`src/rtl/gdt_pkg.sv`:
```
// Package for the gated / demodulation timer: mode codes, event
// select codes, widths, restart value and the configuration carrier.
// Assumes nothing of its surroundings; imported whole by each module except the pin model.
package gdt_pkg;

  // ----------------------------------------------------------------
  // Widths
  // ----------------------------------------------------------------
  localparam int COUNT_W  = 16;
  localparam int PRESC_W  = 7;
  localparam int FILT_W   = 8;

  // ----------------------------------------------------------------
  // Mode field codes (mode field plus mode extension bit)
  // ----------------------------------------------------------------
  localparam logic [2:0] MODE_FIELD_GATED = 3'h6;
  localparam logic [2:0] MODE_FIELD_DEMOD = 3'h4;

  // ----------------------------------------------------------------
  // Interrupt event select codes
  // ----------------------------------------------------------------
  localparam logic [1:0] IES_BOTH_A    = 2'h0;
  localparam logic [1:0] IES_BOTH_B    = 2'h1;
  localparam logic [1:0] IES_INPUT     = 2'h2;
  localparam logic [1:0] IES_RELOAD    = 2'h3;

  // ----------------------------------------------------------------
  // Counter values and reset values
  // ----------------------------------------------------------------
  localparam logic [COUNT_W-1:0] COUNT_RESTART = 16'h0001;
  localparam logic [COUNT_W-1:0] COUNT_RESET   = 16'h0000;
  localparam logic [PRESC_W-1:0] PRESC_FULL    = 7'h7f;
  localparam logic [PRESC_W-1:0] PRESC_RESET   = 7'h00;
  localparam logic [FILT_W-1:0]  FILT_FULL     = 8'hff;
  localparam logic [FILT_W-1:0]  FILT_RESET    = 8'h00;
  localparam logic [2:0]         SHIFT_TOP     = 3'h7;

  // ----------------------------------------------------------------
  // Configuration carrier
  // ----------------------------------------------------------------
  typedef struct packed {
    logic       enable;
    logic [2:0] mode_field;
    logic       mode_extension_bit;
    logic [2:0] prescale;
    logic [1:0] interrupt_event_select;
    logic       input_polarity;
    logic       dual_edge_capture;
    logic       out_alt_en;
    logic       filt_en;
    logic [2:0] filt_len;
  } gdt_cfg_t;

  // ----------------------------------------------------------------
  // Run state, one-hot
  // ----------------------------------------------------------------
  typedef enum logic [2:0] {
    ST_IDLE = 3'b001,
    ST_WAIT = 3'b010,
    ST_RUN  = 3'b100
  } gdt_state_t;

endpackage : gdt_pkg

```
`src/rtl/gdt_noise_filter.sv`:
```
// Noise filter for the synchronised timer input.
// Assumes its input is already synchronised to sys_clk_in.
`timescale 1ns/100ps
`default_nettype none
module gdt_noise_filter
  import gdt_pkg::*;
(
  // Clock and reset
  input  wire logic        sys_clk_in,
  input  wire logic        arst_n_in,
  // Sample and settings
  input  wire logic        sample_in,
  input  wire logic        filt_en_in,
  input  wire logic [2:0]  filt_len_in,
  // Filtered level
  output var  logic        filt_out
);

  logic [FILT_W-1:0] stable_cnt;
  wire  [FILT_W-1:0] thresh  = FILT_FULL >> (SHIFT_TOP - filt_len_in);
  wire               differs = sample_in != filt_out;
  wire               settled = stable_cnt == thresh;

  // A new level must persist 2^(len+1) samples; glitches restart the count
  always_ff @(posedge sys_clk_in or negedge arst_n_in)
  begin
    if (!arst_n_in)
    begin
      stable_cnt <= FILT_RESET;
      filt_out   <= 1'b0;
    end
    else if (!filt_en_in || (differs && settled))
    begin
      stable_cnt <= FILT_RESET;
      filt_out   <= sample_in;
    end
    else if (differs)
      stable_cnt <= stable_cnt + 8'h01;
    else
      stable_cnt <= FILT_RESET;
  end
endmodule : gdt_noise_filter
`default_nettype wire

```
`src/rtl/gdt_timer.sv`:
```
// Sixteen-bit timer with gated and demodulation modes.
// Assumes configuration comes from same-clock logic and the timer
// input arrives from a pin, asynchronous to sys_clk_in.
//
// Summary of operation
// - Gated mode counts timer clock ticks up to the 16-bit reload value.
// - At reload, raise interrupt, restart at 0001H, keep counting if input asserted.
// - With output enabled, the timer output pin toggles at every reload.
// - Loaded start count applies to first pass; later passes start at 0001H.
// - Gated interrupt on deassertion and reload; select field can keep only one.
// - Polarity picks rising or falling capture edge unless dual-edge set.
// - Dual-edge capture bit captures on both input edges.
// - Demodulation interrupt on capture and reload; select field can keep one.
// - Demodulation counting starts at the first input transition after enable.
// - Optional noise filter on timer input, set by its own controls.
// - Counter advances once per 2^prescale timer clock cycles.
`timescale 1ns/100ps
`default_nettype none
module gdt_timer
  import gdt_pkg::*;
(
  // Clock and reset
  input  wire logic               sys_clk_in,
  input  wire logic               arst_n_in,
  // Configuration
  input  wire gdt_cfg_t           cfg_in,
  input  wire logic [COUNT_W-1:0] reload_in,
  input  wire logic [COUNT_W-1:0] start_count_in,
  input  wire logic               count_load_in,
  // Timer input pin
  input  wire logic               timer_in,
  // Status and pins
  output var  logic [COUNT_W-1:0] count_out,
  output var  logic [COUNT_W-1:0] capture_out,
  output var  logic               timer_out_out,
  output var  logic               irq_out,
  output wire logic               running_out
);

  // ----------------------------------------------------------------
  // Input synchroniser and filter
  // ----------------------------------------------------------------
  logic tin_s1;
  logic tin_s2;
  logic tin_f;
  logic tin_prev;

  // Two flops before anything looks at the pin
  always_ff @(posedge sys_clk_in or negedge arst_n_in)
  begin
    if (!arst_n_in)
    begin
      tin_s1 <= 1'b0;
      tin_s2 <= 1'b0;
    end
    else
    begin
      tin_s1 <= timer_in;
      tin_s2 <= tin_s1;
    end
  end

  gdt_noise_filter u_filter (
    .sys_clk_in  (sys_clk_in),
    .arst_n_in   (arst_n_in),
    .sample_in   (tin_s2),
    .filt_en_in  (cfg_in.filt_en),
    .filt_len_in (cfg_in.filt_len),
    .filt_out    (tin_f)
  );

  // Previous filtered level for edge detection
  always_ff @(posedge sys_clk_in or negedge arst_n_in)
  begin
    if (!arst_n_in)
      tin_prev <= 1'b0;
    else
      tin_prev <= tin_f;
  end

  // ----------------------------------------------------------------
  // Decode
  // ----------------------------------------------------------------
  gdt_state_t        state;
  gdt_state_t        next_state;
  logic [PRESC_W-1:0] presc;
  logic [COUNT_W-1:0] count;
  logic [COUNT_W-1:0] capture;
  logic               tout;
  logic               irq;

  // demodulation only with the extension bit set as well
  wire is_gated = cfg_in.mode_field == MODE_FIELD_GATED && !cfg_in.mode_extension_bit;
  wire is_demod = cfg_in.mode_field == MODE_FIELD_DEMOD && cfg_in.mode_extension_bit;

  // Polarity set means the input is asserted low
  wire asserted      = tin_f ^ cfg_in.input_polarity;
  wire asserted_prev = tin_prev ^ cfg_in.input_polarity;
  wire rise          = tin_f && !tin_prev;
  wire fall          = !tin_f && tin_prev;
  wire any_edge      = rise || fall;

  wire pol_edge = cfg_in.input_polarity ? fall : rise;
  // dual-edge capture overrides the polarity choice
  wire cap_edge = cfg_in.dual_edge_capture ? any_edge : pol_edge;

  wire run = state == ST_RUN;

  // gated count is frozen while the input is deasserted
  // counting waits for the far side to assert the input
  wire count_en = run && (is_demod || (is_gated && asserted));

  // tick once every 2^prescale timer clocks
  wire [PRESC_W-1:0] presc_max = PRESC_FULL >> (SHIFT_TOP - cfg_in.prescale);
  wire               tick      = count_en && presc == presc_max;

  // terminal count is the 16-bit reload value
  wire at_reload = count == reload_in;
  wire reload_ev = tick && at_reload;

  // Input-side events: deassertion in gated, capture edge in demodulation
  wire deassert_ev = run && is_gated && asserted_prev && !asserted;
  wire capture_ev  = run && is_demod && cap_edge;
  wire input_ev    = deassert_ev || capture_ev;

  // select field may keep only one source in gated mode
  // the same selection applies to capture and reload
  wire irq_input  = input_ev && cfg_in.interrupt_event_select != IES_RELOAD;
  wire irq_reload = reload_ev && cfg_in.interrupt_event_select != IES_INPUT;

  // restart at 0001H after the terminal count
  wire [COUNT_W-1:0] count_inc  = count + 16'h0001;
  wire [COUNT_W-1:0] count_step = at_reload ? COUNT_RESTART : count_inc;

  // a loaded start value only shapes the pass it is loaded into
  wire [COUNT_W-1:0] next_count = count_load_in ? start_count_in
                                : tick          ? count_step
                                :                 count;

  // ----------------------------------------------------------------
  // Run state
  // ----------------------------------------------------------------
  // enable is taken as the final step; disabling drops to idle
  // demodulation waits for the first input transition
  always_comb
  begin
    next_state = state;
    case (state)
      ST_IDLE:
        if (cfg_in.enable && is_gated)
          next_state = ST_RUN;
        else if (cfg_in.enable && is_demod)
          next_state = ST_WAIT;
      ST_WAIT:
        if (!cfg_in.enable || !is_demod)
          next_state = ST_IDLE;
        else if (any_edge)
          next_state = ST_RUN;
      ST_RUN:
        if (!cfg_in.enable || !(is_gated || is_demod))
          next_state = ST_IDLE;
      default:
        next_state = ST_IDLE;
    endcase
  end

  always_ff @(posedge sys_clk_in or negedge arst_n_in)
  begin
    if (!arst_n_in)
      state <= ST_IDLE;
    else
      state <= next_state;
  end

  // ----------------------------------------------------------------
  // Prescaler and counter
  // ----------------------------------------------------------------
  // Prescaler clears whenever counting stops, so a gated pause restarts a full period
  always_ff @(posedge sys_clk_in or negedge arst_n_in)
  begin
    if (!arst_n_in)
      presc <= PRESC_RESET;
    else if (!count_en || tick)
      presc <= PRESC_RESET;
    else
      presc <= presc + 7'h01;
  end

  always_ff @(posedge sys_clk_in or negedge arst_n_in)
  begin
    if (!arst_n_in)
      count <= COUNT_RESET;
    else
      count <= next_count;
  end

  // ----------------------------------------------------------------
  // Capture, output pin and interrupt
  // ----------------------------------------------------------------
  // capture register takes the count at the chosen edge
  always_ff @(posedge sys_clk_in or negedge arst_n_in)
  begin
    if (!arst_n_in)
      capture <= COUNT_RESET;
    else if (capture_ev)
      capture <= count;
  end

  // output pin flips at each reload while the output function is on
  always_ff @(posedge sys_clk_in or negedge arst_n_in)
  begin
    if (!arst_n_in)
      tout <= 1'b0;
    else if (reload_ev && cfg_in.out_alt_en)
      tout <= !tout;
  end

  // a selected input or reload event raises a one-cycle interrupt pulse
  always_ff @(posedge sys_clk_in or negedge arst_n_in)
  begin
    if (!arst_n_in)
      irq <= 1'b0;
    else
      irq <= irq_input || irq_reload;
  end

  assign count_out     = count;
  assign capture_out   = capture;
  assign timer_out_out = tout;
  assign irq_out       = irq;
  assign running_out   = state[2];
endmodule : gdt_timer
`default_nettype wire

```
`config.mk`:
```
export PLATFORM = sky130hd
export DESIGN_NAME = gdt_timer
export DESIGN_NICKNAME = d
export VERILOG_FILES = /design/src/rtl/gdt_pkg.sv /design/src/rtl/gdt_noise_filter.sv /design/src/rtl/gdt_timer.sv
export SDC_FILE = /design/constraint.sdc
export NUM_CORES = 1
export LEC_CHECK = 0
export BUFFER_PORTS_ARGS = -buffer_cell sky130_fd_sc_hd__buf_4
export CAP_MARGIN = 10
export CORE_MARGIN = 2
export CORE_UTILIZATION = 53
export DETAILED_ROUTE_END_ITERATION = 8
export PLACE_DENSITY = 0.88
export REMOVE_ABC_BUFFERS = 1
export SYNTH_ARGS = -nofsm -noshare
export SYNTH_HDL_FRONTEND = slang
export SYNTH_SLANG_ARGS = --single-unit
```
`constraint.sdc`:
```
create_clock -name sys_clk_in -period 2.2 [get_ports sys_clk_in]
set_input_delay 0.33 -clock sys_clk_in [delete_from_list [all_inputs] [get_ports sys_clk_in]]
set_output_delay 0.33 -clock sys_clk_in [all_outputs]
set_load 0.02 [all_outputs]
```
== Yosys cells after proc, flatten, opt, wreduce, memory -nomap -nowiden ==
Cells that the tools add are included.

* Latch bits: 0
* Memory bits (writable): 0
* Register bits: 56
* ROM bits: 0
* Memories: 0
* Output and inout bits: 35

* Equality and inequality tests: 14
* Order comparisons: 0
* $mul: 0
* Multiplexer cells: 14
* Divide/modulo/power cells: 0
* Bitwise logic cells: 2
* Shift-type cells: 2
* $add $sub $neg: 5
* Reductions and logical operators: 40

{| class="wikitable"
|+ Operators by type and width
! cell !! count
|-
| 16-bit two-way mux || 3
|-
| 1-bit logical AND || 19
|-
| 16-bit by 1-bit adder with 16-bit output, second input constant || 1
|-
| 16-bit equality test || 1
|-
| 8-bit two-way mux || 2
|-
| 3-bit two-way mux || 5
|-
| 1-bit zero test || 10
|-
| 3-bit equality test, second input constant || 3
|-
| 1-bit logical OR || 9
|-
| 3-bit case mux with 3 select lines || 1
|-
| 8-bit by 1-bit adder with 8-bit output, second input constant || 1
|-
| 8-bit equality test || 1
|-
| 8-bit by 3-bit right shift with 8-bit output, first input constant || 1
|-
| 7-bit by 1-bit adder with 7-bit output, second input constant || 1
|-
| 7-bit equality test || 1
|-
| 7-bit two-way mux || 1
|-
| 7-bit by 3-bit right shift with 7-bit output, first input constant || 1
|-
| 3-bit inequality test, second input constant || 2
|-
| 3-bit subtractor, first input constant || 2
|-
| 2-bit inequality test, second input constant || 2
|-
| 3-bit by 1-bit equality test with 1-bit output, second input constant || 1
|-
| 3-bit by 2-bit equality test with 1-bit output, second input constant || 1
|-
| 3-bit AND reduction || 1
|-
| 1-bit two-way mux || 2
|-
| other kinds (4) || 5
|}

== Longest topological paths before layout ==
* Word-level depth: 9
* Depth in mapped cells: 9

== Hierarchy ==
A second synthesis with hierarchy kept.

* Cell total of the unflattened synthesis: 352
* Area total of the unflattened synthesis: 3412.0 um^2

{| class="wikitable"
|+ Modules (own cells, without submodules)
! module !! seq. area each (um^2) !! cells an instance !! area each (um^2) !! instances
|-
| gdt_timer || 1177.4 || 294 || 2855.2 || 1
|-
| gdt_noise_filter || 225.2 || 58 || 556.8 || 1
|}

== Worst setup path before layout ==
No wires, ideal clock.

* Kind: register -> register
* Start point: register count[4], in the netlist count_out[4]
* End point: register count[12], in the netlist count_out[12]
* Path buffers: 3
* Data required time: 2.076 ns
* Slack: 0.184 ns
* Data arrival time: 1.892 ns
* Setup time: 0.124 ns
* Stages on the path, launching flop included: 10
* Cell sequence: dfrtp_1 -> buf_2 -> xor2_1 -> nor4_1 -> and4_1 -> buf_2 -> buf_2 -> nor3_1 -> a21oi_1 -> a2bb2oi_1

* Cells in the longest elaborated chain, start to end: 4
* Elaborated cells on any way between the ends: 5
* Classes of those cells: 1 x add/sub; 1 x eq/ne; 3 x mux

{| class="wikitable"
|+ Ends and longest elaborated chain
! what !! line !! source
|-
| start, declared || gdt_timer.sv:87 || <nowiki>logic [COUNT_W-1:0] count;</nowiki>
|-
| start signal, assigned || gdt_timer.sv:194 || <nowiki>count <= next_count;</nowiki>
|-
| 16-bit by 1-bit adder with 16-bit output or 16-bit equality test (tied branches) || gdt_timer.sv:132, gdt_timer.sv:118 ||
|-
| 16-bit two-way mux * || gdt_timer.sv:133 || <nowiki>wire [COUNT_W-1:0] count_step = at_reload ? COUNT_RESTART : count_inc;</nowiki>
|-
| 16-bit two-way mux * || gdt_timer.sv:137 || <nowiki>: tick ? count_step</nowiki>
|-
| 16-bit two-way mux * || gdt_timer.sv:136 || <nowiki>wire [COUNT_W-1:0] next_count = count_load_in ? start_count_in</nowiki>
|}

Every way passes the cells marked *; elsewhere a longest branch is shown, timed or not. The select of a mux whose other input is x is not followed.
A chain may end at the register's enable or synchronous reset.

== Worst setup path in the final report ==
* Start point: register count[0], in the netlist count_out[0]
* End point: register count[15], in the netlist count_out[15]

Same word-level chain as after synthesis.

==> impl_metrics.toml <==
[run_status]
status = "finished, final reports clean"

[pwr]
finalPower_mw = 2.16
p_comb_frac = 0.220
peakVddDrop_mv = 0.333
p_seq_frac = 0.513
intPower_mw = 1.54
sw_frac_of_total = 0.284
powerDensity_nw_per_um2 = 500
switchingPower_mw = 0.613
leakage_nw = 2.01
p_clk_frac = 0.267

[synthesis]
synth_edf_count = 0
synth_top_cell_by_area = "dfrtp_1"
synth_flop_cell = "dfrtp_1"
synth-adder-area-share = 0.0185
yosysTopAreaCellShare = 0.407
syn_avg_cell_area_um2 = 9.31
yosys.area_share.simple = 0.234
ys_types = 53
yosysMostFrequentCell = "dfrtp_1"
synth.area.top_cells = "dfrtp_1 (41%), xor2_1 (7.0%), mux2_2 (5.3%), nor2_1 (3.7%), nand3_1 (3.6%)"
synthXorXnorAreaFrac = 0.0803
synth_compound_area_frac = 0.141
synth_top_cells_by_count = "dfrtp_1 (55), nor2_1 (33), xor2_1 (27)"
synth_mux_area_frac = 0.0652
netlist_area_um2 = 3380
syn_inst = 363
synth_top_family_by_area = "simple AND/OR/NAND/NOR gates"
ys_seq_area_frac = 0.415
synthArstFlopShare = 1.00
ys_ff_latch = 56
yosysWarningCount = 0

[cells_and_area]
finalInstanceArea_um2 = 4320
area_growth_syn_to_layout_pct = 27.7
fin_nets = 521
final_cells = 541
finish.utilization = 0.692
diodes = 0
drive_above_1_share = 0.315

[sta]
slew_headroom = 0.532
finalSetupTns_ns = 0
min_period_ns = 2.10
fin_skew_ns = 0.0108
timing_hold_violations_final = 0
fin_ws_ns = 0.100
fin_crit_sh = 0.955
finalSetupViolations = 0
drv_slew = 0
worstMarginPinSlew_ns = 0.703
max_freq_mhz = 476
finalHoldWorstSlack_ns = 0.0497

[global_routing]
grt_max_degree = 57
track_usage = 0.259
grt_antenna_before_repair = 0
grt_pass1_vias = 3149
gr-total-overflow = 0
grt_pass1_wl_um = 14800

[place]
dp_worst_setup_slack_ns = 0.0778
port_buffers = 87
dpl-instance-area_um2 = 4210
place_inst = 533
dp_hpwl_um = 6540
routabilityCongestion = 0.916

[setup_path]
reg2reg_depth = 7
critPathKind = "register to register"
r2r_slack_ns = 0.1
cp.required_ns = 2.37
worstPathArrival_ns = 2.27
worst_setup_path_end_kind = "register"
cp-start-kind = "register"
cp_max_fo = 11

[detailed_routing]
antenna_left = 0
vias = 3285
drt_first_pass_iters = 5
drt_iter0_markers = 228
wl_per_cell_um = 16.8
drc = 0
viasPerCell = 6.07
routed_wl_um = 9090

[cts]
cts_max_level = 2
cts_inserted_buffers = 5
cts_resized = 0
postCtsSetupBuffers = 0
cts_hold_buf = 0
clk_latency_ns = 0.31
cts_tree = "built"
cts.path.max_buffers = 2
cts-root-buf = "clkbuf_8"
cts.sinks = 56
clk_pin_slew_worst_paths_ns = 0.10

[run]
drv_cap = 0

[floorplan]
io_pins = 88
die_height_um = 83.9
rows = 29
die_x_um = 83.9
die-area_um2 = 7030
initial_utilization = 0.541
core_area_um2 = 6240

[min_path]
hold_class = "input port to async pin"
-- layout make-up --
class                   count  area (um2)
multi-input cells         279        1840
inverters                   8        30.0
clock buffers               8        90.1
fillers                   492        1920
well taps                  77        96.3
flip-flops and latches     56        1400
repair buffers            113         861
-- flip-flops by register name (all words and copies together), names as in the netlist --
signal and cells:
capture_out 16, count_out 16, u_filter.stable_cnt 8, presc 7, state 3, irq_out 1, timer_out_out 1, tin_prev 1
tin_s1 1, tin_s2 1, u_filter.filt_out 1
-- layer usage --
layer | up-vias | routed length [um] | global-route usage
li1 | 1510 | - | -
met1 | 1566 | 3690 | 0.346
met2 | 170 | 4380 | 0.419
met3 | 39 | 652 | 0.0366
met4 | 0 | 372 | 0.119
met5 | - | 0 | 0
-- placed cells by master (no fill, tap or decap), types with 3 or more instances in the layout --
master     netlist  routed
a21oi_1         18      18
a2bb2oi_1       10      10
a31oi_1          5       5
and2_1           8       8
and3_1           6       6
buf_4            0     112
clkbuf_8         0       6
dfrtp_1         55      54
ha_1             5       5
inv_1            8       8
mux2_2          16      16
mux2i_1          4       4
nand2_1         16      15
nand2b_1         8       8
nand3_1         24      23
nand4_1          5       5
nor2_1          33      33
nor2b_1          6       6
nor3_1          14      14
nor3b_1          3       3
nor4_1           9       8
o21ai_0         18      18
o21ai_1          4       4
or3_1            4       4
or4_1            3       3
xnor2_1          4       4
xor2_1          27      27
-- power groups by stage --
stage / clock [mW] / sequential, mW / combinational [mW]
floorplan: 0 / 1.17 / 0.162
global placement: 0 / 1.12 / 0.449
detailed placement: 0 / 1.12 / 0.464
CTS: 0.594 / 1.10 / 0.468
global route: 0.622 / 1.11 / 0.514
finish: 0.576 / 1.11 / 0.475
-- cell families (layout without fill, tap and decap cells) --
group           count (synthesis)  in the layout
fa+ha+maj                       5              5
compound gates                 74             74
mux                            20             20
simple gates                  149            149
xor+xnor                       31             31
flops                          56             56
buf+inv                        28            129
-- final timing paths --
kind	end	startpoint
min in group sys_clk_in	tin_s1$_DFF_PN0_	timer_in
min reg2reg	tin_s2$_DFF_PN0_	tin_s1$_DFF_PN0_
max reg2reg	count_out[15]$_DFFE_PN0P_	count_out[0]$_DFFE_PN0P_
max in group asynchronous	count_out[0]$_DFFE_PN0P_	arst_n_in
min	capture_out[5]$_DFFE_PN0P_	arst_n_in
max	count_out[15]$_DFFE_PN0P_	count_out[0]$_DFFE_PN0P_
-- worst max-delay path, cell delays in order (launching register included) --
cell     delay [ns]
dfrtp_2        0.48
xor2_1         0.16
nor4_1         0.37
and4_2         0.40
buf_4          0.21
nor4_1         0.07
mux2i_1        0.15
a31oi_1        0.11
Power figures use the tool's default switching activity.
